[config.mk]
export PLATFORM = sky130hd
export DESIGN_NAME = i2cs_target
export DESIGN_NICKNAME = d
export VERILOG_FILES = /design/src/rtl/i2cs_pkg.sv /design/src/rtl/i2cs_sync.sv /design/src/rtl/i2cs_irq.sv /design/src/rtl/i2cs_target.sv
export VERILOG_INCLUDE_DIRS = /design/src /design/src/rtl
export SDC_FILE = /design/constraint.sdc
export NUM_CORES = 1
export LEC_CHECK = 0
export BUFFER_PORTS_ARGS = -buffer_cell sky130_fd_sc_hd__buf_2
export CORE_ASPECT_RATIO = 1.75
export CORE_MARGIN = 5
export CORE_UTILIZATION = 54
export DETAILED_ROUTE_END_ITERATION = 16
export GPL_ROUTABILITY_DRIVEN = 0
export GPL_TIMING_DRIVEN = 0
export HOLD_SLACK_MARGIN = 0.1
export PLACE_DENSITY = 0.8
export SKIP_LAST_GASP = 1
export SLEW_MARGIN = 15
export SYNTH_ARGS = -nofsm -noshare
export SYNTH_HDL_FRONTEND = slang
export SYNTH_SLANG_ARGS = --single-unit
export TNS_END_PERCENT = 30
[constraint.sdc]
create_clock -name hclk -period 2.5 [get_ports hclk]
set_clock_uncertainty 0.2 [all_clocks]
set_input_delay 0 -clock hclk [delete_from_list [all_inputs] [get_ports hclk]]
set_output_delay 0 -clock hclk [all_outputs]
set_load 0.05 [all_outputs]
[src/rtl/i2cs_consts.svh]
// Contract
// - a byte written to the data register is shifted out on the next master read
// - the target works only while its enable is set
// - answer only when the address after a start matches an own address
// - two own addresses; index 0 is primary, index 1 secondary
// - a data register read returns the last received byte in bits 7:0
// - a start condition latches the start interrupt source
// - a stop condition latches the stop interrupt source
// - data interrupt when a byte arrived or a byte to send is needed
// - each source has a mask bit gating it onto the interrupt line
// - one overall enable switches the whole target interrupt
// - software reads raw and masked interrupt status
// - a clear drops exactly the named sources, others keep their state; a named source set again in the same cycle stays set
// - action status is the no-request code when nothing is pending
// - receive-request code after a byte arrived until software reads it
// - transmit-request code while the master waits for a byte
// - first-byte code when the byte is the first after the address
`ifndef I2CS_CONSTS_SVH
`define I2CS_CONSTS_SVH
// ==========================================
// register offsets
`define I2CS_OFF_CTRL 8'h00
`define I2CS_OFF_OWN0 8'h04
`define I2CS_OFF_OWN1 8'h08
`define I2CS_OFF_DATA 8'h0c
`define I2CS_OFF_STAT 8'h10
`define I2CS_OFF_RIS 8'h14
`define I2CS_OFF_MIS 8'h18
`define I2CS_OFF_IM 8'h1c
`define I2CS_OFF_ICR 8'h20
// ==========================================
// fields and reset values
`define I2CS_CTRL_EN 0
`define I2CS_CTRL_GIE 1
`define I2CS_OWN1_EN 7
`define I2CS_OWN_RESET 7'h00
`define I2CS_MASK_RESET 3'h0
`define I2CS_BYTE_BITS 4'h8
`define I2CS_LAST_TX_BIT 4'h7
// ==========================================
// action status codes
`define I2CS_NO_REQUEST_CODE 4'h0
`define I2CS_RECEIVE_REQUEST_CODE 4'h1
`define I2CS_TRANSMIT_REQUEST_CODE 4'h2
`define I2CS_FIRST_BYTE_RECEIVED_CODE 4'h4
`define I2CS_SECONDARY_MATCH_CODE 4'h8
`endif

[src/rtl/i2cs_pkg.sv]
package i2cs_pkg;
    // ==========================================
    // types
    typedef enum logic [2:0] {
        ST_IDLE = 3'b000,
        ST_ADDR = 3'b001,
        ST_AACK = 3'b010,
        ST_RX = 3'b011,
        ST_RACK = 3'b100,
        ST_TX = 3'b101,
        ST_TACK = 3'b110,
        ST_HOLD = 3'b111
    } i2cs_state_type;

    typedef struct packed {
        logic stop;
        logic start;
        logic data;
    } i2cs_irq_type;

    typedef struct packed {
        logic [1:0] s1;
        logic [1:0] s2;
    } i2cs_sync_type;

    typedef struct packed {
        i2cs_state_type st;
        logic [3:0] cnt;
        logic [7:0] sh;
        logic rw, sec, ack, first, fbr;
        logic [7:0] rx_byte;
        logic rx_pend;
        logic [7:0] tx_byte;
        logic tx_valid, treq, en, gie, own1_en;
        logic [6:0] own0, own1;
        logic [2:0] mask;
        logic scl_p, sda_p, scl_oe, sda_oe;
        logic a_act, a_wr;
        logic [7:0] a_addr;
        logic [31:0] hrdata;
    } i2cs_regs_type;
endpackage : i2cs_pkg

[src/rtl/i2cs_sync.sv]
`timescale 1ns/100ps
module i2cs_sync (
    input wire logic hclk,
    input wire logic hresetn,
    input wire logic [1:0] pins,
    output logic [1:0] synced
);
    // ==========================================
    // two flops; idle bus level is high
    i2cs_pkg::i2cs_sync_type r, n;

    always_comb begin
        n.s1 = pins;
        n.s2 = r.s1;
    end

    always_ff @(posedge hclk or negedge hresetn) begin
        if (!hresetn) begin
            r <= '{s1: 2'h3, s2: 2'h3};
        end else begin
            r <= n;
        end
    end

    assign synced = r.s2;
endmodule : i2cs_sync

[src/rtl/i2cs_irq.sv]
`timescale 1ns/100ps
`include "i2cs_consts.svh"
module i2cs_irq (
    input wire logic hclk,
    input wire logic hresetn,
    input wire i2cs_pkg::i2cs_irq_type set,
    input wire logic clr_en,
    input wire logic [2:0] clr,
    input wire logic [2:0] mask,
    input wire logic gie,
    output logic [2:0] raw,
    output logic [2:0] masked,
    output logic irq
);
    // ==========================================
    // sticky sources
    i2cs_pkg::i2cs_irq_type r, n;

    always_comb begin
        n = r;
        if (clr_en) begin
            n = r & ~clr;
        end
        n = n | set; // set beats a clear in the same cycle
    end

    always_ff @(posedge hclk or negedge hresetn) begin
        if (!hresetn) begin
            r <= '0;
        end else begin
            r <= n;
        end
    end

    assign raw = r;
    assign masked = r & mask;
    assign irq = gie & (|(r & mask));
endmodule : i2cs_irq

[src/rtl/i2cs_target.sv]
`timescale 1ns/100ps
`include "i2cs_consts.svh"
module i2cs_target (
    input wire logic hclk,
    input wire logic hresetn,
    input wire logic hsel,
    input wire logic [31:0] haddr,
    input wire logic [1:0] htrans,
    input wire logic hwrite,
    input wire logic [2:0] hsize,
    input wire logic [31:0] hwdata,
    input wire logic hready,
    output logic [31:0] hrdata,
    output logic hreadyout,
    output logic hresp,
    input wire logic scl_in,
    output logic scl_out,
    output logic scl_oe,
    input wire logic sda_in,
    output logic sda_out,
    output logic sda_oe,
    output logic irq
);
    // ==========================================
    // declarations
    i2cs_pkg::i2cs_regs_type r, n;
    i2cs_pkg::i2cs_irq_type ev;
    logic [1:0] pins_s;
    logic scl_s, sda_s, rise, fall, start, stop;
    logic acc, wr, dat_wr, clr_en, hit0, hit1, hit;
    logic [2:0] raw, masked;
    logic [3:0] stat;

    function automatic logic addr_match(input logic [6:0] a, input logic [6:0] own, input logic on);
        addr_match = on && (a == own);
    endfunction : addr_match

    // ==========================================
    // pin sampling and bus conditions
    i2cs_sync u_sync (
        .hclk(hclk),
        .hresetn(hresetn),
        .pins({scl_in, sda_in}),
        .synced(pins_s)
    );

    assign scl_s = pins_s[1];
    assign sda_s = pins_s[0];
    assign rise = scl_s & ~r.scl_p;
    assign fall = ~scl_s & r.scl_p;
    assign start = scl_s & r.scl_p & r.sda_p & ~sda_s;
    assign stop = scl_s & r.scl_p & ~r.sda_p & sda_s;
    assign hit0 = addr_match(r.sh[7:1], r.own0, 1'b1);
    assign hit1 = addr_match(r.sh[7:1], r.own1, r.own1_en);
    assign hit = hit0 | hit1;

    // nothing pending means every bit is clear
    always_comb begin
        stat = `I2CS_NO_REQUEST_CODE;
        if (r.rx_pend) begin
            stat = stat | `I2CS_RECEIVE_REQUEST_CODE;
        end
        if (r.treq) begin
            stat = stat | `I2CS_TRANSMIT_REQUEST_CODE;
        end
        if (r.rx_pend && r.fbr) begin
            stat = stat | `I2CS_FIRST_BYTE_RECEIVED_CODE;
        end
        if (r.sec && (r.rx_pend || r.treq)) begin
            stat = stat | `I2CS_SECONDARY_MATCH_CODE;
        end
    end

    // ==========================================
    // bus slave and engine
    assign acc = hsel & htrans[1] & hready & (hsize == 3'h2);
    assign wr = r.a_act & r.a_wr;
    assign dat_wr = wr && (r.a_addr == `I2CS_OFF_DATA);
    assign clr_en = wr && (r.a_addr == `I2CS_OFF_ICR);

    always_comb begin
        n = r;
        ev = '0;
        n.scl_p = scl_s;
        n.sda_p = sda_s;
        n.a_act = acc;
        if (acc) begin
            n.a_wr = hwrite;
            n.a_addr = haddr[7:0];
        end
        if (acc && !hwrite) begin
            case (haddr[7:0])
                `I2CS_OFF_CTRL: n.hrdata = {30'h0, r.gie, r.en};
                `I2CS_OFF_OWN0: n.hrdata = {25'h0, r.own0};
                `I2CS_OFF_OWN1: n.hrdata = {24'h0, r.own1_en, r.own1};
                `I2CS_OFF_DATA: begin
                    n.hrdata = {24'h0, r.rx_byte};
                    n.rx_pend = 1'b0;
                end
                `I2CS_OFF_STAT: n.hrdata = {28'h0, stat};
                `I2CS_OFF_RIS: n.hrdata = {29'h0, raw};
                `I2CS_OFF_MIS: n.hrdata = {29'h0, masked};
                `I2CS_OFF_IM: n.hrdata = {29'h0, r.mask};
                default: n.hrdata = 32'h0;
            endcase
        end
        if (wr) begin
            case (r.a_addr)
                `I2CS_OFF_CTRL: begin
                    n.en = hwdata[`I2CS_CTRL_EN];
                    n.gie = hwdata[`I2CS_CTRL_GIE];
                end
                `I2CS_OFF_OWN0: n.own0 = hwdata[6:0];
                `I2CS_OFF_OWN1: begin
                    n.own1 = hwdata[6:0];
                    n.own1_en = hwdata[`I2CS_OWN1_EN];
                end
                `I2CS_OFF_DATA: begin
                    n.tx_byte = hwdata[7:0];
                    n.tx_valid = 1'b1;
                end
                `I2CS_OFF_IM: n.mask = hwdata[2:0];
                default: n.mask = r.mask;
            endcase
        end
        // engine follows the bus so a receive beats a same-cycle read
        if (!r.en) begin
            n.st = i2cs_pkg::ST_IDLE;
            n.scl_oe = 1'b0;
            n.sda_oe = 1'b0;
            n.treq = 1'b0;
        end else if (stop) begin
            ev.stop = 1'b1;
            n.st = i2cs_pkg::ST_IDLE;
            n.scl_oe = 1'b0;
            n.sda_oe = 1'b0;
            n.treq = 1'b0;
        end else if (start) begin
            ev.start = 1'b1;
            n.st = i2cs_pkg::ST_ADDR;
            n.cnt = 4'h0;
            n.scl_oe = 1'b0;
            n.sda_oe = 1'b0;
            n.treq = 1'b0;
        end else begin
            case (r.st)
                i2cs_pkg::ST_ADDR: begin
                    if (rise) begin
                        n.sh = {r.sh[6:0], sda_s};
                        n.cnt = r.cnt + 4'h1;
                    end else if (fall && r.cnt == `I2CS_BYTE_BITS) begin
                        if (hit) begin
                            n.sec = ~hit0;
                            n.rw = r.sh[0];
                            n.first = 1'b1;
                            n.sda_oe = 1'b1;
                            n.st = i2cs_pkg::ST_AACK;
                        end else begin
                            n.st = i2cs_pkg::ST_IDLE;
                        end
                    end
                end
                i2cs_pkg::ST_AACK, i2cs_pkg::ST_TACK: begin
                    if (rise) begin
                        n.ack = ~sda_s;
                    end else if (fall) begin
                        n.sda_oe = 1'b0;
                        n.cnt = 4'h0;
                        if (r.st == i2cs_pkg::ST_AACK && !r.rw) begin
                            n.st = i2cs_pkg::ST_RX;
                        end else if (r.st == i2cs_pkg::ST_TACK && !r.ack) begin
                            n.st = i2cs_pkg::ST_IDLE;
                        end else begin
                            n.st = i2cs_pkg::ST_HOLD;
                            n.scl_oe = 1'b1;
                            if (!r.tx_valid) begin
                                n.treq = 1'b1;
                                ev.data = 1'b1;
                            end
                        end
                    end
                end
                i2cs_pkg::ST_HOLD: begin
                    if (r.tx_valid) begin
                        n.sh = r.tx_byte;
                        n.tx_valid = dat_wr;
                        n.treq = 1'b0;
                        n.cnt = 4'h0;
                        n.sda_oe = ~r.tx_byte[7];
                        n.scl_oe = 1'b0;
                        n.st = i2cs_pkg::ST_TX;
                    end
                end
                i2cs_pkg::ST_TX: begin
                    if (fall) begin
                        if (r.cnt == `I2CS_LAST_TX_BIT) begin
                            n.sda_oe = 1'b0;
                            n.st = i2cs_pkg::ST_TACK;
                        end else begin
                            n.sh = {r.sh[6:0], 1'b0};
                            n.sda_oe = ~r.sh[6];
                            n.cnt = r.cnt + 4'h1;
                        end
                    end
                end
                i2cs_pkg::ST_RX: begin
                    if (rise) begin
                        n.sh = {r.sh[6:0], sda_s};
                        n.cnt = r.cnt + 4'h1;
                    end else if (fall && r.cnt == `I2CS_BYTE_BITS) begin
                        // an unread byte is overwritten; no stretch on receive
                        n.rx_byte = r.sh;
                        n.rx_pend = 1'b1;
                        n.fbr = r.first;
                        n.first = 1'b0;
                        ev.data = 1'b1;
                        n.sda_oe = 1'b1;
                        n.st = i2cs_pkg::ST_RACK;
                    end
                end
                i2cs_pkg::ST_RACK: begin
                    if (fall) begin
                        n.sda_oe = 1'b0;
                        n.cnt = 4'h0;
                        n.st = i2cs_pkg::ST_RX;
                    end
                end
                default: n.st = i2cs_pkg::ST_IDLE;
            endcase
        end
    end

    always_ff @(posedge hclk or negedge hresetn) begin
        if (!hresetn) begin
            r <= '0;
            r.st <= i2cs_pkg::ST_IDLE;
            r.own0 <= `I2CS_OWN_RESET;
            r.own1 <= `I2CS_OWN_RESET;
            r.mask <= `I2CS_MASK_RESET;
            r.scl_p <= 1'b1;
            r.sda_p <= 1'b1;
        end else begin
            r <= n;
        end
    end

    // ==========================================
    // interrupts
    i2cs_irq u_irq (
        .hclk(hclk),
        .hresetn(hresetn),
        .set(ev),
        .clr_en(clr_en),
        .clr(hwdata[2:0]),
        .mask(r.mask),
        .gie(r.gie),
        .raw(raw),
        .masked(masked),
        .irq(irq)
    );

    // zero wait states, always okay
    assign hreadyout = 1'b1;
    assign hresp = 1'b0;
    assign hrdata = r.hrdata;
    assign scl_out = 1'b0;
    assign sda_out = 1'b0;
    assign scl_oe = r.scl_oe;
    assign sda_oe = r.sda_oe;

    // ==========================================
    // checks
    property p_tx_load;
        @(posedge hclk) disable iff (!hresetn)
        (r.en && !start && !stop && r.st == i2cs_pkg::ST_HOLD && r.tx_valid)
        |=> (r.st == i2cs_pkg::ST_TX && r.sh == $past(r.tx_byte) && !scl_oe);
    endproperty
    a_tx_load: assert property (p_tx_load) else $error("tx byte not loaded");

    property p_disabled;
        @(posedge hclk) disable iff (!hresetn)
        !r.en |=> (r.st == i2cs_pkg::ST_IDLE && !scl_oe && !sda_oe && !r.treq);
    endproperty
    a_disabled: assert property (p_disabled) else $error("active while disabled");

    property p_no_match;
        @(posedge hclk) disable iff (!hresetn)
        (r.en && !start && !stop && r.st == i2cs_pkg::ST_ADDR && fall && r.cnt == 4'h8 && !hit)
        |=> (r.st == i2cs_pkg::ST_IDLE && !sda_oe);
    endproperty
    a_no_match: assert property (p_no_match) else $error("acked foreign address");

    property p_second;
        @(posedge hclk) disable iff (!hresetn)
        (r.en && !start && !stop && r.st == i2cs_pkg::ST_ADDR && fall && r.cnt == 4'h8 && !hit0 && hit1)
        |=> (r.sec && sda_oe);
    endproperty
    a_second: assert property (p_second) else $error("secondary match lost");

    property p_rx_byte;
        @(posedge hclk) disable iff (!hresetn)
        (r.en && !start && !stop && r.st == i2cs_pkg::ST_RX && fall && r.cnt == 4'h8)
        |=> (r.rx_pend && r.rx_byte == $past(r.sh) && raw[0]);
    endproperty
    a_rx_byte: assert property (p_rx_byte) else $error("receive not captured");

    property p_start;
        @(posedge hclk) disable iff (!hresetn)
        (r.en && start) |=> raw[1];
    endproperty
    a_start: assert property (p_start) else $error("start not latched");

    property p_stop;
        @(posedge hclk) disable iff (!hresetn)
        (r.en && stop) |=> raw[2];
    endproperty
    a_stop: assert property (p_stop) else $error("stop not latched");

    property p_gate;
        @(posedge hclk) disable iff (!hresetn)
        irq == (r.gie && ((raw & r.mask) != 3'h0));
    endproperty
    a_gate: assert property (p_gate) else $error("interrupt gating wrong");

    property p_clear;
        @(posedge hclk) disable iff (!hresetn)
        (clr_en && ev == '0)
        |=> (raw == ($past(raw) & ~$past(hwdata[2:0])));
    endproperty
    a_clear: assert property (p_clear) else $error("clear touched wrong source");

    property p_none;
        @(posedge hclk) disable iff (!hresetn)
        (!r.rx_pend && !r.treq) |-> (stat == 4'h0);
    endproperty
    a_none: assert property (p_none) else $error("status not idle code");

    property p_stretch;
        @(posedge hclk) disable iff (!hresetn)
        r.treq |-> (scl_oe && r.st == i2cs_pkg::ST_HOLD && stat[1]);
    endproperty
    a_stretch: assert property (p_stretch) else $error("request without stretch");
endmodule : i2cs_target

==> metrics.yaml <==
outcome:
  status: "finished, final reports clean"
die:
  num_rows: 45
  die_y_um: 135
  die_width_um: 81.6
  initial_core_util_pct: 55.5
  core_area_um2: 8730
  io_pins: 115
  die_area_um2: 11000
clock_tree:
  cts_tree: "yes"
  htree_levels: 3
  clk_path_buf_depth: 2
  clkLatencyLatePin_ns: 0.34
  root_buffer: "clkbuf_16"
  cts.clk_slew.worst_paths_ns: 0.06
  clock_sinks: 88
  cts_made_buffers: 9
synth:
  synth_most_common_cell: "dfrtp_1"
  synthTopCellsByArea: "dfrtp_1, mux2_2, buf_4"
  synth_flop_cell: "dfrtp_1"
  synth_commonest_cells: "dfrtp_1, mux2_2, nand2_1"
  synth_edf_count: 0
  yosysWarnings: 0
  netlist.area_leader.share_pct: 42.4
  syn_avg_cell_area_um2: 10.6
  synthesis.area_um2: 4840
  ys_ff_latch: 88
  ys_types: 71
  syn_inst: 458
  ys_seq_area_share_pct: 45.7
  synth_top_cell_by_area: "dfrtp_1"
  async_flop_share_pct: 100
sta:
  slew_violations: 0
  finalSetupTns_ns: 0
  setup-violations-final: 0
  rsz0062_at_grt: "false"
  finalWorstSetupSlack_ns: 0.154
  fmax_mhz: 426
  period_share_pct: 93.8
  min_period_ns: 2.35
  slew_headroom_pct: 52.6
  worstMarginPinSlew_ns: 0.703
  hold_viol: 0
worst_setup_path:
  crit_path_max_incr_delay_ns: 0.63
  reg2reg_slack_ns: 0.15
  start_kind: "flop"
  critical-path-top-delay-family: "compound AO/OA/AOI/OAI gates"
  crit_start: "u_sync.synced[1]"
  cp-end-kind: "flop"
  r2r-end: "r[98]"
  cp_cell_sequence: "nor2b_1, nor2_1, a221oi_1, o21ai_0, a22o_1"
  cp.required_ns: 2.53
  worst-path-max-fanout: 9
  crit_path_top_delay_cell: "dfstp_2"
  path_class: "reg2reg"
  crit_end: "r[98]"
  crit_arrival_ns: 2.37
  reg2reg_depth: 5
  cp.buffers_inverters: 0
  timing.rr.start: "u_sync.synced[1]"
  cp.depth: 5
power_and_ir_drop:
  power.share.combinational_pct: 13.6
  leakage_nw: 2.77
  ir_drop_v: 0.000573
  p_per_area_nw_per_um2: 600
  power_switching_uw: 901
  swShare_pct: 25.5
  internal_power_mw: 2.64
  total_power_mw: 3.54
  power.share.clock_pct: 41.4
  p_seq_share_pct: 45.0
placed_design:
  post-dp-hpwl_um: 8860
  place_area_um2: 5290
  dp_cells: 637
  io_buffers: 35
  post-place-ws_ns: 0.196
final_layout:
  area_delta_synth_final_pct: 21.8
  fin_area_um2: 5890
  drive_above_1_share_pct: 33.5
  nets: 634
  final_cells: 678
  antenna_cells: 0
route:
  dr.pass1.iters: 5
  drtAntennaViolNets: 0
  routed_wl_um: 12500
  drt_iter0_markers: 283
  routed-via-count: 3899
  remaining_drc_errors: 0
  wire_per_inst_um: 18.5
  via_per_inst: 5.75
grt:
  grt_pass1_vias: 3967
  grt_max_degree: 60
  grt_overflow: 0
  grt_usage_pct: 24.3
  grt_pass1_wl_um: 20200
  antenna_found_initial: 0
min_path:
  min_path_type: "in2reg"
run:
  cap_viol_max_count: 0
-- kinds of logic (layout without fill, tap and decap cells) --
group | Yosys count | after routing | share of synthesized area [%]
xor gates and xnor gates | 15 | 15 | 2.71
muxes | 65 | 65 | 15.7
and+or+nand+nor | 139 | 139 | 15.5
DFF | 88 | 88 | 45.7
adders and majority gates | 2 | 2 | 0.517
AOI/OAI and AO/OA | 80 | 80 | 11.4
buffers and inverters | 67 | 144 | 8.27
other | 2 | 28 | 0.155
-- layout by cell type, fill, tap and decap left out, types with 7 or more instances in the layout --
cell type,Yosys,routed
conb_1,2,28
nor2_1,24,24
o21ai_0,18,18
inv_1,12,12
nand3_1,10,10
clkbuf_1,7,7
xnor2_1,9,9
buf_4,37,39
clkbuf_16,0,9
a21oi_1,16,16
nand2_1,53,53
dlygate4sd3_1,0,23
mux2_2,56,56
dfrtp_1,82,82
nor2b_1,7,7
buf_2,8,42
-- layer usage --
layer	share of wire (%)	GRT usage [%]	up-vias
met5	0	0	-
met4	5.5	14.0	0
met3	5.6	4.33	61
met2	55	44.0	186
met1	34	25.4	1887
li1	-	-	1765
-- stage by stage --
step	hold slack [ns]	utilization, %
6_report	0.0695	67.5
5_1_grt	0.123	67.5
4_1_cts	0.150	67.4
3_5_place_dp	-0.236	60.6
3_3_place_gp	-0.0932	60.3
2_1_floorplan	-0.496	-
-- area by class of cell --
type,instances,area [µm²]
Clock buffer,11,253
Clock inverter,5,78.8
Multi-Input combinational cell,329,2340
Buffer,55,355
Timing Repair Buffer,61,463
Tap cell,117,146
Fill cell,652,2830
Inverter,12,45.0
Sequential cell,88,2210
-- tightest hold or removal path: stages --
cell and delay, ns:
clkbuf_1 0.20, and3_4 0.22, nand2_1 0.06, a31oi_1 0.08
-- power by group through the flow --
stage          Clock (mW)  Combinational [mW]  Sequential, mW
3_5_place_dp            0               0.435            1.61
2_1_floorplan           0               0.331            1.59
5_1_grt              1.54               0.522            1.60
3_3_place_gp            0               0.420            1.61
4_1_cts              1.48               0.478            1.59
6_report             1.46               0.481            1.59
-- repair_timing --
item	4_1_cts	5_1_grt
endpoints found under the hold margin	137	0
hold buffers	25	0
setup buffers	0	1
setup endpoints to repair	0	1
resized for setup	0	3
-- worst min path at each step --
stage          startpoint  cells past startpoint     endpoint
2_1_floorplan     hresetn                      0    hrdata[0]
3_3_place_gp       sda_in                      1  u_sync.n[0]
3_5_place_dp      hresetn                      1       r[103]
4_1_cts          haddr[3]                      4    hrdata[2]
5_1_grt          haddr[3]                      4    hrdata[1]
6_report         haddr[3]                      4    hrdata[1]
-- registers in the layout, summed over array words and instances, names as in the netlist --
| signal | count |
|---|---|
| u_irq.raw | 3 |
| scl_oe | 1 |
| sda_oe | 1 |
| u_sync.synced | 2 |
| r | 71 |
| u_sync.n | 2 |
| hrdata | 8 |
Note: power is estimated with default switching activity, not from simulation.
